`src/design/startup_seq_pkg.sv`:
```
// Constants, types and the behaviour summary of the dual rail start-up sequencer.
// How it works
// - With order select at the reference level each enable runs its own rail, low enable the 3.3V rail and high enable the 5V rail, and both rails are off while both enables are low.
// - In independent mode with the low enable low and the high enable high only the 5V rail runs and system ok is held low.
// - In independent mode with the low enable high, system ok follows only the 3.3V rail regulation and ignores the 5V rail.
// - With order select at ground a high low enable starts the 5V rail first and the high enable decides whether the 3.3V rail follows.
// - With order select at the bias rail a high low enable starts the 3.3V rail first and the high enable decides whether the 5V rail follows.
// - In either sequenced mode both rails are off and system ok is low while the low enable is low, and system ok is released only once the rails are in regulation.
// - Each switching action ends at once when the sensed current exceeds the limit threshold, cycle by cycle.
// - After start-up system ok is held low for a fixed count of switching cycles whatever the outputs do.
// - System ok is pulled low whenever a monitored output sits more than the undervoltage margin below nominal.
package startup_seq_pkg;

  // ----------------------------------------------------------------
  // Register map
  // ----------------------------------------------------------------
  localparam int ADDR_W = 5;
  localparam logic [ADDR_W-1:0] STATUS_OFFSET = 5'h00;
  localparam logic [ADDR_W-1:0] CONTROL_OFFSET = 5'h04;
  localparam logic [ADDR_W-1:0] INT_STATUS_OFFSET = 5'h08;
  localparam logic [ADDR_W-1:0] INT_MASK_OFFSET = 5'h0C;

  localparam int STATUS_RUN_LOW_BIT = 0;
  localparam int STATUS_RUN_HIGH_BIT = 1;
  localparam int STATUS_SYS_OK_BIT = 2;
  localparam int STATUS_DONE_BIT = 3;
  localparam int STATUS_MODE_LSB = 4;
  localparam int STATUS_SEQ_LSB = 6;
  localparam int CONTROL_STANDBY_BIT = 0;

  localparam int INT_W = 6;
  localparam int INT_SYS_OK_RISE = 0;
  localparam int INT_SYS_OK_FALL = 1;
  localparam int INT_OVERCURRENT_LSB = 2;
  localparam int INT_UNDERVOLT_LSB = 4;
  localparam logic [INT_W-1:0] INT_MASK_RESET = 6'h00;
  localparam logic CONTROL_STANDBY_RESET = 1'b0;

  // ----------------------------------------------------------------
  // Pin encodings and modes
  // ----------------------------------------------------------------
  localparam logic [1:0] ORDER_SEL_GROUND = 2'h0;
  localparam logic [1:0] ORDER_SEL_REFERENCE = 2'h1;
  localparam logic [1:0] ORDER_SEL_BIAS_RAIL = 2'h2;

  typedef enum logic [1:0] {
    MODE_INDEPENDENT,
    MODE_HIGH_FIRST,
    MODE_LOW_FIRST
  } mode_t;

  typedef enum logic [1:0] {
    SEQ_IDLE,
    SEQ_FIRST,
    SEQ_BOTH
  } seq_t;

  // ----------------------------------------------------------------
  // Timing
  // ----------------------------------------------------------------
  localparam int CLK_FREQ_KHZ = 250000;
  localparam int SWITCH_FREQ_KHZ = 300;
  localparam int SWITCH_PERIOD_CYCLES = CLK_FREQ_KHZ / SWITCH_FREQ_KHZ;
  localparam int STARTUP_HOLD_SWITCH_CYCLES = 32768;

endpackage

```
`src/design/dual_rail_startup_sequencer.sv`:
```
// Start-up sequencer for two switching rails with a Wishbone register slave.
`timescale 1ns/1ps
module dual_rail_startup_sequencer #(
  parameter int SWITCH_PERIOD = startup_seq_pkg::SWITCH_PERIOD_CYCLES,
  parameter int STARTUP_HOLD = startup_seq_pkg::STARTUP_HOLD_SWITCH_CYCLES
) (
  input wire logic CORE_CLK,
  input wire logic RST,
  input wire logic WB_CYC_I,
  input wire logic WB_STB_I,
  input wire logic WB_WE_I,
  input wire logic [startup_seq_pkg::ADDR_W-1:0] WB_ADR_I,
  input wire logic [3:0] WB_SEL_I,
  input wire logic [31:0] WB_DAT_I,
  output logic [31:0] WB_DAT_O,
  output logic WB_ACK_O,
  output logic IRQ,
  input wire logic [1:0] ORDER_SELECT,
  input wire logic LOW_RAIL_ENABLE,
  input wire logic HIGH_RAIL_ENABLE,
  input wire logic LOW_RAIL_UNDERVOLT,
  input wire logic HIGH_RAIL_UNDERVOLT,
  input wire logic LOW_RAIL_OVERCURRENT,
  input wire logic HIGH_RAIL_OVERCURRENT,
  input wire logic LOW_RAIL_PWM,
  input wire logic HIGH_RAIL_PWM,
  output logic LOW_RAIL_RUN,
  output logic HIGH_RAIL_RUN,
  output logic LOW_RAIL_GATE,
  output logic HIGH_RAIL_GATE,
  output logic SYSTEM_OK_OUT,
  output logic SYSTEM_OK_OE
);
  import startup_seq_pkg::*;

  localparam int SW_W = $clog2(SWITCH_PERIOD + 1);
  localparam int HOLD_W = $clog2(STARTUP_HOLD + 1);
  localparam logic [SW_W-1:0] SW_LAST = SW_W'(SWITCH_PERIOD - 1);
  localparam logic [HOLD_W-1:0] HOLD_END = HOLD_W'(STARTUP_HOLD);

  typedef struct packed {
    logic [SW_W-1:0] sw_cnt;
    mode_t mode;
    logic low_en;
    logic high_en;
    seq_t seq;
    logic [1:0] run;
    logic [1:0] limited;
    logic [1:0] gate;
    logic [1:0] uv_seen;
    logic [HOLD_W-1:0] hold;
    logic sys_ok;
    logic standby;
    logic [INT_W-1:0] int_stat;
    logic [INT_W-1:0] int_mask;
    logic irq;
    logic ack;
    logic [31:0] rdata;
  } state_t;

  state_t r;
  state_t next_r;

  // ----------------------------------------------------------------
  // Helpers
  // ----------------------------------------------------------------
  function automatic mode_t decode_mode(input logic [1:0] sel);
    unique case (sel)
      ORDER_SEL_GROUND: decode_mode = MODE_HIGH_FIRST;
      ORDER_SEL_BIAS_RAIL: decode_mode = MODE_LOW_FIRST;
      default: decode_mode = MODE_INDEPENDENT;
    endcase
  endfunction

  logic tick;
  logic startup_done;
  logic [1:0] undervolt;
  logic [1:0] overcurrent;
  logic [1:0] pwm;
  logic wb_req;
  logic wb_take;
  logic ok_cond;
  logic first_ok;
  logic second_ok;
  logic [INT_W-1:0] events;

  assign tick = (r.sw_cnt == '0);
  assign startup_done = (r.hold == HOLD_END);
  assign undervolt = {HIGH_RAIL_UNDERVOLT, LOW_RAIL_UNDERVOLT};
  assign overcurrent = {HIGH_RAIL_OVERCURRENT, LOW_RAIL_OVERCURRENT};
  assign pwm = {HIGH_RAIL_PWM, LOW_RAIL_PWM};
  assign wb_req = WB_CYC_I & WB_STB_I;
  assign wb_take = wb_req & r.ack;

  // ----------------------------------------------------------------
  // Next state
  // ----------------------------------------------------------------
  always_comb begin
    next_r = r;
    next_r.sw_cnt = tick ? SW_LAST : r.sw_cnt - 1'b1;
    if (tick) begin
      next_r.mode = decode_mode(ORDER_SELECT);
      next_r.low_en = LOW_RAIL_ENABLE;
      next_r.high_en = HIGH_RAIL_ENABLE;
    end

    // The first rail must regulate before the second one starts.
    first_ok = (r.mode == MODE_HIGH_FIRST) ? !undervolt[1] : !undervolt[0];
    second_ok = (r.mode == MODE_HIGH_FIRST) ? !undervolt[0] : !undervolt[1];
    if (r.mode == MODE_INDEPENDENT || !r.low_en || r.standby) begin
      next_r.seq = SEQ_IDLE;
    end else begin
      unique case (r.seq)
        SEQ_IDLE: next_r.seq = SEQ_FIRST;
        SEQ_FIRST: next_r.seq = (r.high_en && first_ok) ? SEQ_BOTH : SEQ_FIRST;
        SEQ_BOTH: next_r.seq = r.high_en ? SEQ_BOTH : SEQ_FIRST;
      endcase
    end

    unique case (r.mode)
      MODE_INDEPENDENT: next_r.run = {r.high_en, r.low_en};
      MODE_HIGH_FIRST:
        next_r.run = {next_r.seq != SEQ_IDLE, next_r.seq == SEQ_BOTH};
      MODE_LOW_FIRST:
        next_r.run = {next_r.seq == SEQ_BOTH, next_r.seq != SEQ_IDLE};
      default: next_r.run = 2'h0;
    endcase
    if (r.standby) begin
      next_r.run = 2'h0;
    end

    // A limit hit blocks the gate until the next switching cycle begins.
    for (int i = 0; i < 2; i++) begin
      next_r.limited[i] = overcurrent[i] | (r.limited[i] & !tick);
      next_r.gate[i] = pwm[i] & next_r.run[i] & !next_r.limited[i];
    end

    if (next_r.run == 2'h0) begin
      next_r.hold = '0;
    end else if (tick && !startup_done) begin
      next_r.hold = r.hold + 1'b1;
    end

    if (r.mode == MODE_INDEPENDENT) begin
      ok_cond = !(!r.low_en && r.high_en) && !undervolt[0];
    end else begin
      ok_cond = r.low_en && r.seq != SEQ_IDLE && first_ok &&
                (!r.high_en || (r.seq == SEQ_BOTH && second_ok));
    end
    next_r.sys_ok = ok_cond && startup_done;

    next_r.uv_seen = undervolt & r.run;
    events = '0;
    events[INT_SYS_OK_RISE] = next_r.sys_ok & !r.sys_ok;
    events[INT_SYS_OK_FALL] = !next_r.sys_ok & r.sys_ok;
    events[INT_OVERCURRENT_LSB +: 2] = overcurrent & r.run;
    events[INT_UNDERVOLT_LSB +: 2] = next_r.uv_seen & ~r.uv_seen;

    // Only bits that were handed out in the read data are cleared.
    next_r.int_stat = r.int_stat | events;
    if (wb_take && !WB_WE_I && WB_ADR_I == INT_STATUS_OFFSET) begin
      next_r.int_stat = (r.int_stat & ~r.rdata[INT_W-1:0]) | events;
    end

    if (wb_take && WB_WE_I && WB_SEL_I[0]) begin
      if (WB_ADR_I == CONTROL_OFFSET) begin
        next_r.standby = WB_DAT_I[CONTROL_STANDBY_BIT];
      end
      if (WB_ADR_I == INT_MASK_OFFSET) begin
        next_r.int_mask = WB_DAT_I[INT_W-1:0];
      end
    end
    next_r.irq = |(next_r.int_stat & next_r.int_mask);

    next_r.ack = wb_req & !r.ack;
    next_r.rdata = '0;
    if (wb_req && !r.ack && !WB_WE_I) begin
      unique case (WB_ADR_I)
        STATUS_OFFSET: begin
          next_r.rdata[STATUS_RUN_LOW_BIT] = r.run[0];
          next_r.rdata[STATUS_RUN_HIGH_BIT] = r.run[1];
          next_r.rdata[STATUS_SYS_OK_BIT] = r.sys_ok;
          next_r.rdata[STATUS_DONE_BIT] = startup_done;
          next_r.rdata[STATUS_MODE_LSB +: 2] = r.mode;
          next_r.rdata[STATUS_SEQ_LSB +: 2] = r.seq;
        end
        CONTROL_OFFSET: next_r.rdata[CONTROL_STANDBY_BIT] = r.standby;
        INT_STATUS_OFFSET: next_r.rdata[INT_W-1:0] = r.int_stat;
        INT_MASK_OFFSET: next_r.rdata[INT_W-1:0] = r.int_mask;
        default: next_r.rdata = '0;
      endcase
    end
  end

  always_ff @(posedge CORE_CLK) begin
    if (RST) begin
      r <= '0;
      r.mode <= MODE_INDEPENDENT;
      r.seq <= SEQ_IDLE;
      r.standby <= CONTROL_STANDBY_RESET;
      r.int_mask <= INT_MASK_RESET;
    end else begin
      r <= next_r;
    end
  end

  // ----------------------------------------------------------------
  // Outputs
  // ----------------------------------------------------------------
  assign WB_DAT_O = r.rdata;
  assign WB_ACK_O = r.ack;
  assign IRQ = r.irq;
  assign LOW_RAIL_RUN = r.run[0];
  assign HIGH_RAIL_RUN = r.run[1];
  assign LOW_RAIL_GATE = r.gate[0];
  assign HIGH_RAIL_GATE = r.gate[1];
  assign SYSTEM_OK_OUT = 1'b0;
  assign SYSTEM_OK_OE = !r.sys_ok;
endmodule

```
`config.mk`:
```
export PLATFORM = sky130hd
export DESIGN_NAME = dual_rail_startup_sequencer
export DESIGN_NICKNAME = d
export VERILOG_FILES = /design/src/design/startup_seq_pkg.sv /design/src/design/dual_rail_startup_sequencer.sv
export SDC_FILE = /design/constraint.sdc
export NUM_CORES = 1
export LEC_CHECK = 0
export BUFFER_PORTS_ARGS = -buffer_cell sky130_fd_sc_hd__buf_2
export CORE_ASPECT_RATIO = 1.4
export CORE_MARGIN = 1.5
export CORE_UTILIZATION = 56
export CTS_CLUSTER_DIAMETER = 80
export DETAILED_ROUTE_END_ITERATION = 6
export PLACE_DENSITY_LB_ADDON = 0.1
export SYNTH_ARGS = -nofsm -noshare
export SYNTH_HDL_FRONTEND = slang
export SYNTH_SLANG_ARGS = --single-unit
```
`constraint.sdc`:
```
create_clock -name CORE_CLK -period 5.6 [get_ports CORE_CLK]
set_input_delay 1.12 -clock CORE_CLK [delete_from_list [all_inputs] [get_ports CORE_CLK]]
set_output_delay 1.12 -clock CORE_CLK [all_outputs]
set_load 0.005 [all_outputs]
```
[Yosys cells after proc, flatten, opt, wreduce, memory -nomap -nowiden]
Cells that the tools add are included.
Word-level totals
  register bits after elaboration: 88
  input port bits: 56
  output and inout bits: 40
Cells by class
  $add $sub $neg: 2
  eq/ne operators: 10
  multiplexer cells: 16
  bitwise operators: 24
  reduce and logical (&&, ||, !) cells: 45
Operators by type and width (count)
  6-bit 2-to-1 mux: 3
  16-bit by 1-bit adder with 16-bit output, second input constant: 1
  16-bit equality test, second input constant: 1
  1-bit logical AND: 15
  5-bit case mux with 3 select lines: 1
  1-bit logical NOT: 13
  6-bit AND: 2
  6-bit bitwise OR: 2
  2-bit case mux with 3 select lines: 2
  1-bit AND: 11
  5-bit by 4-bit equality test with 1-bit output, second input constant: 2
  10-bit logical NOT: 1
  10-bit 2-to-1 mux: 1
  10-bit by 1-bit subtractor with 10-bit output, second input constant: 1
  2-bit equality test, second input constant: 4
  2-bit logical NOT: 4
  2-bit 2-to-1 mux: 4
  2-bit AND: 3
  6-bit inverter: 1
  2-bit OR reduction: 3
  6-bit OR reduction: 1
  5-bit by 3-bit equality test with 1-bit output, second input constant: 1
  5-bit logical NOT: 1
  2-bit by 1-bit equality test with 1-bit output, second input constant: 2
  other kinds (10): 17

[Depth between registers and ports, before layout]
Gate-level depths: netlist of run 1.
  word-level depth: 13
  gate-level depth with buffers: 8
  depth with buffers taken out: 7

[Worst setup path before layout of run 1]
Ideal clock, no wire load.
  kind: input to register
  start point: input port WB_ADR_I[1] (netlist bit)
  end point: register r, in the netlist IRQ
  library setup time: 0.142 ns
  arrival time: 2.842 ns
  data required time: 5.458 ns
  path slack: 2.616 ns
  stages on the path: 5
  buffers on the path: 0
  cell sequence: nor4b_1 -> a41oi_1 -> a2bb2oi_1 -> o41ai_1 -> o221ai_1
On the way
  longest elaborated chain between the ends: 5
  elaborated cells between the ends (all ways): 8
  classes of those cells: eq/ne (2); mux (3); bitwise (1); reduce/logical (2)
Ends and longest elaborated chain
  from (decl): line dual_rail_startup_sequencer.sv:12  | input wire logic [startup_seq_pkg::ADDR_W-1:0] WB_ADR_I,
  5-bit by 4-bit equality test with 1-bit output (on tied branches): line dual_rail_startup_sequencer.sv:169, dual_rail_startup_sequencer.sv:161
  6-bit 2-to-1 mux or 1-bit logical AND (tied branches): line dual_rail_startup_sequencer.sv:169, dual_rail_startup_sequencer.sv:161
  6-bit 2-to-1 mux (on tied branches): line dual_rail_startup_sequencer.sv:165, dual_rail_startup_sequencer.sv:161
  6-bit AND *: line dual_rail_startup_sequencer.sv:173  | next_r.irq = |(next_r.int_stat & next_r.int_mask);
  6-bit OR reduction *: line dual_rail_startup_sequencer.sv:173
  to (signal assigned): line dual_rail_startup_sequencer.sv:203  | r <= next_r;
  to (decl): line dual_rail_startup_sequencer.sv:61  | state_t r;
Mark *: on every way between the ends. The rest lies on a longest branch, timed or not.
A chain may end at the register's enable or synchronous reset.

[Final worst setup path of run 1]
  start point: input port WB_ADR_I[3] (netlist bit)
  end point: register r, in the netlist IRQ
The elaborated chain is that of the path after synthesis.

==> reports/summary.txt, run 1 <==
Netlist cell types: 56
Share of cells above drive strength 1: 17.1%
Yosys warns: 0
Largest net degree at the start of global routing: 30
Mux cell area share after synthesis: 2.54%
Via/cell ratio: 5.72
Final setup fails: 0
Synthesized instance count: 385
Post-CTS Setup Inserts: 0
Detailed Route Iter0 Violations: 163
Main combinational cell family by area after synthesis: simple AND/OR/NAND/NOR gates
Least-Margin Pin Slew: 0.700 ns
Clock Path Buffers: 2
Worst slack, placed: 2.10 ns
Routed wire length per instance: 14.7 µm
Die area: 6360 µm²
Final wirelength: 7200 µm
H-tree depth: 3
Number of remaining DRC errors: 0
Hold-fix buffers, CTS: 0
Port Buf Inserts: 41
F_max: 318 MHz
Post-synth EDFFs: 0
Hpwl dp: 5100 µm
Ys async rst share: 0%
Grt total ovfl: 0
Final Hold Viols: 0
Crit path DAT: 3.33 ns
Synth Area in Adders: 2.66%
Min-delay worst type: reg -> reg
Initial antenna violation count: 0
Syn Area/Cell: 8.56 µm²
# clock sinks: 64
CP required: 5.79 ns
Rows: 32
Tot Pwr: 1.24 mW
Status: complete, no violations
Core Util, Final: 64.3%
# IOs: 96
Inserted Clock Buffers: 9
First-pass DRT Iterations: 4
Clk pin slew, worst setup/hold paths: 0.07 ns
Fin. max-slew vios: 0
Routed Antenna Nets: 0
Crit-path max FO: 13
Fin Hold WS: 0.455 ns
Setup TNS: 0 ns
CP endpoint kind: flip-flop
Die Wd: 67.8 µm
NumNets Final: 480
Layout area overhead: 9.30%
Synth Area in Simple Gates: 23.2%
Post-Synth XOR/XNOR Area: 2.92%
Later-pin clock latency in the skew report: 0.35 ns
Ant diodes: 0
Initial Utilization: 58.8%
Period utilization: 56.1%
Min Clock Period, post-route: 3.14 ns
#FFs+latches synth: 64
Setup ws final: 2.46 ns
Pwr per Cell Area: 345 nW/µm²
Clk_skew: 0.00583 ns
GRT Overall Usage: 24.5%
Core region area: 5610 µm²
# Max-Cap Violations: 0
Root Driver: clkbuf_8
Max VDD drop: 0.235 mV
GP Congestion: 0.746
Leak: 1.34 nW
Die Height: 93.8 µm
Worst Setup Start Kind: input port
Top FF cell, synth: dfxtp_1
CTS tree: yes
CP Class: in -> reg
First-pass GRT wire length: 11,700 µm
Cts repair resizes: 0
Mapped cell area: 3300 µm²
Via count: 2,804
Most frequent cells in the layout: 64 x dfxtp_1, 41 x nor2_1, 41 x buf_2, 26 x nand2_1, 25 x conb_1
Number of global-route vias before repair: 2,551
Commonest non-fill, non-tap cell in the layout: dfxtp_1
RSZ-0062 raised after global routing: no
Synth Area in Compound Gates: 18.1%
Slew HR: 53.3%
Seq/Total Area, Yosys: 38.9%
## Yosys cell counts, drive strengths merged (3+ instances only)
| cell type | n | area (µm²) |
|---|---|---|
| or3 | 12 | 75.1 |
| a2bb2oi | 3 | 26.3 |
| nand2 | 26 | 97.6 |
| or2 | 3 | 18.8 |
| mux2i | 5 | 50.1 |
| nand4 | 13 | 103 |
| nor4b | 4 | 50.1 |
| a221oi | 9 | 85.1 |
| nor3 | 11 | 55.1 |
| clkbuf | 13 | 48.8 |
| and2 | 3 | 18.8 |
| o31ai | 7 | 52.6 |
| nor4 | 5 | 31.3 |
| o21ai | 17 | 85.1 |
| xnor2 | 4 | 35.0 |
| buf | 34 | 251 |
| inv | 21 | 78.8 |
| dfxtp | 64 | 1280 |
| and3 | 4 | 25.0 |
| a211oi | 10 | 75.1 |
| nand3 | 5 | 25.0 |
| nand3b | 3 | 22.5 |
| nor2b | 3 | 18.8 |
| xor2 | 7 | 61.3 |
| nor2 | 41 | 154 |
| a22oi | 7 | 52.6 |
| ha | 7 | 87.6 |
| a21oi | 18 | 90.1 |
## path summary, 6_finish.rpt
check / start / end / slack (ns) / depth (start not counted)
setup / recovery: WB_ADR_I[3] / IRQ / 2.46 / 6
hold / removal: r[78] / r[78] / 0.46 / 1
setup reg to reg: r[83] / r[63] / 2.89 / 5
hold reg to reg: r[78] / r[78] / 0.46 / 1
## power breakdown
part	internal (mW)	switching, mW
logic	0.125	0.179
clock network	0.229	0.172
registers	0.495	0.0440
total	0.848	0.395
## flip-flops by register name (all words and copies together), names as in the netlist
register / count
HIGH_RAIL_RUN: 1
r: 50
LOW_RAIL_RUN: 1
IRQ: 1
WB_DAT_O: 8
WB_ACK_O: 1
HIGH_RAIL_GATE: 1
LOW_RAIL_GATE: 1
## kinds of logic after synthesis
family,after synthesis
buf+inv,68
simple gates,141
flops,64
other cells,1
fa+ha+maj,7
xor+xnor,11
compound gates,86
mux,7
## worst max-delay path: stages
cell	delay, ns
buf_2	0.23
or4b_2	0.71
o31ai_1	0.36
a22oi_1	0.13
o41ai_1	0.54
o221ai_1	0.24
## per-stage QoR
stage,area (µm²),std cells
2_1_floorplan,3390,409
3_3_place_gp,3400,474
3_5_place_dp,3400,474
4_1_cts,3600,490
5_1_grt,3600,490
6_report,3600,490
## area by class of cell
class,count,area [µm²]
multi-input combinational,277,1730
clock buffer,13,159
inverter,21,78.8
sequential,64,1280
tap,68,85.1
clock inverter,3,40.0
fill,524,2000
timing repair buffer,44,228
## per-layer routing
layer | part of all wire [%] | wire, µm | vias up | GRT usage [%]
li1 | - | - | 1398 | -
met1 | 44 | 3150 | 1318 | 29.7
met2 | 50 | 3570 | 76 | 41.3
met3 | 4.3 | 307 | 12 | 3.00
met4 | 2.4 | 171 | 0 | 13.3
met5 | 0 | 0 | - | 0
(Power assumes the default switching activity.)
==> run 2, diff against run 1 <==
--- a/config.mk
+++ b/config.mk
@@ -8,7 +8,7 @@
 export BUFFER_PORTS_ARGS = -buffer_cell sky130_fd_sc_hd__buf_2
 export CORE_ASPECT_RATIO = 1.4
 export CORE_MARGIN = 1.5
-export CORE_UTILIZATION = 56
+export CORE_UTILIZATION = 47
 export CTS_CLUSTER_DIAMETER = 80
 export DETAILED_ROUTE_END_ITERATION = 6
 export PLACE_DENSITY_LB_ADDON = 0.1
==> constraint.sdc (replaced) <==
create_clock -name CORE_CLK -period 2.7 [get_ports CORE_CLK]
set_input_delay 0.54 -clock CORE_CLK [delete_from_list [all_inputs] [get_ports CORE_CLK]]
set_output_delay 0.54 -clock CORE_CLK [all_outputs]
set_load 0.005 [all_outputs]
==> run 2 against run 1 <==
  * Power up 130%
  * Final cell count is 7.1% higher
  * Critical path depth fell by 1
  * Cell area rose by 4.7%
==> reports/summary.txt, run 2 (synthesis gave the netlist of run 1 again) <==
Hold-fix buffers, CTS: 0 (unchanged)
Inserted Clock Buffers: 9 (unchanged)
Routed Antenna Nets: 0 (unchanged)
Share of cells above drive strength 1: 19.6% (+2.6 points)
RSZ-0062 raised after global routing: no
CTS tree: yes
Worst Setup Start Kind: flip-flop
Reg with most FFs: r
Post-CTS Setup Inserts: 0 (unchanged)
Clk pin slew, worst setup/hold paths: 0.07 ns (about the same)
Crit-path max FO: 10 (-3)
Root Driver: clkbuf_8
Ant diodes: 0 (unchanged)
Die Wd: 73.8 µm (+8.7%)
Max VDD drop: 0.482 mV (+110%)
Leak: 1.41 nW (+5.5%)
Final Hold Viols: 0 (unchanged)
Setup TNS: 0 ns (unchanged)
Via/cell ratio: 5.42 (-5.3%)
# Max-Cap Violations: 0 (unchanged)
Number of global-route vias before repair: 2,753 (+7.9%)
Initial Utilization: 49.2% (-9.6 points)
Commonest non-fill, non-tap cell in the layout: dfxtp_1
Die area: 7530 µm² (+18%)
Clk_skew: 0.0111 ns (+0.00527 ns)
# IOs: 96 (unchanged)
Final wirelength: 7580 µm (+5.2%)
Layout Cells excl Fill: 525 (+7.1%)
Largest net degree at the start of global routing: 21 (-30%)
Rows: 35 (+9.4%)
Cell total after placement: 509 (+7.4%)
Least-Margin Pin Slew: 0.712 ns (+0.0121 ns)
H-tree depth: 3 (unchanged)
Initial antenna violation count: 0 (unchanged)
F_max: 417 MHz
Fin. max-slew vios: 0 (unchanged)
Layout area overhead: 14.4%
Status: complete, no violations
Clock Path Buffers: 2 (unchanged)
Fillers: 659 (+26%)
Grt total ovfl: 0 (unchanged)
Port Buf Inserts: 41 (unchanged)
Largest register FFs: 50 (unchanged)
First-pass GRT wire length: 12,600 µm (+7.4%)
Setup ws final: 0.300 ns (-2.16 ns)
Later-pin clock latency in the skew report: 0.34 ns (about the same)
CP endpoint kind: flip-flop
Die Height: 102 µm (+8.9%)
Via count: 2,845 (+1.5%)
CP Class: reg -> reg
Pwr per Cell Area: 744 nW/µm² (+120%)
Core region area: 6700 µm² (+20%)
CP required: 2.95 ns (-2.84 ns)
GRT Overall Usage: 21.9% (-2.6 points)
Period utilization: 88.9%
Most frequent cells in the layout: 64 x dfxtp_1, 41 x nor2_1, 41 x buf_2, 26 x nand2_1, 25 x conb_1
Number of remaining DRC errors: 0 (unchanged)
Routed wire length per instance: 14.4 µm (-1.8%)
First-pass DRT Iterations: 4 (unchanged)
Detailed Route Iter0 Violations: 92 (-44%)
# clock sinks: 64 (unchanged)
Slew HR: 52.5% (-0.81 points)
Core Util, Final: 56.3% (-8.0 points)
Final setup fails: 0 (unchanged)
Crit path DAT: 2.65 ns (-0.68 ns)
Min Clock Period, post-route: 2.40 ns
Cts repair resizes: 0 (unchanged)
Hpwl dp: 5470 µm (+7.4%)
NumNets Final: 491 (+2.3%)
Min-delay worst type: in -> reg
Worst slack, placed: -0.0205 ns (-2.12 ns)
GP Congestion: 0.846 (+13%)
-- run 2: report_power, final --
part / switching [mW] / internal, mW / total [mW] / leakage, nW
clock: 0.379 / 0.662 / 1.04 / 0.126
combinational: 0.378 / 0.271 / 0.650 / 0.767
sequential: 0.0893 / 1.03 / 1.12 / 0.519
-- run 2: worst paths after layout --
path | start | endpoint | slack [ns] | cells past startpoint
hold reg to reg | r[78] | r[78] | 0.46 | 1
setup reg to reg | r[81] | r[63] | 0.30 | 5
setup / recovery | r[81] | r[63] | 0.30 | 5
hold / removal | LOW_RAIL_PWM | LOW_RAIL_GATE | 0.42 | 3
-- run 2: layer usage --
metal	vias to the layer above	GRT usage (%)	wire length [µm]
met5	-	0	0
met4	0	8.26	111
met3	9	3.94	296
met2	72	38.7	3880
met1	1343	26.0	3280
li1	1421	-	-
-- run 2: critical path, cell delays in order, from the launching register on --
cell and delay [ns]:
dfxtp_1 0.35, or4_4 0.57, nor4b_4 0.40, nand4_4 0.21, or4_1 0.56, a221oi_2 0.23
-- run 2: area by class of cell --
cell class / instances / area [µm²] / area share [%]
Inverter: 21 / 78.8 / 2.09
Clock inverter: 5 / 103 / 2.72
Timing Repair Buffer: 55 / 310 / 8.23
Clock buffer: 11 / 151 / 4.02
Tap cell: 92 / 115 / 3.05
Sequential cell: 64 / 1280 / 34.0
Multi-Input combinational cell: 277 / 1730 / 45.9
-- run 2: stage by stage --
| step | power [mW] | hold WS (ns) | cell area [µm²] |
|---|---|---|---|
| after floorplan | 1.63 | 0.425 | 3390 |
| after global placement | 1.78 | 0.447 | 3520 |
| after detailed placement | 1.79 | 0.450 | 3520 |
| after CTS | 2.83 | 0.415 | 3770 |
| after global routing | 2.97 | 0.423 | 3770 |
| final | 2.81 | 0.421 | 3770 |
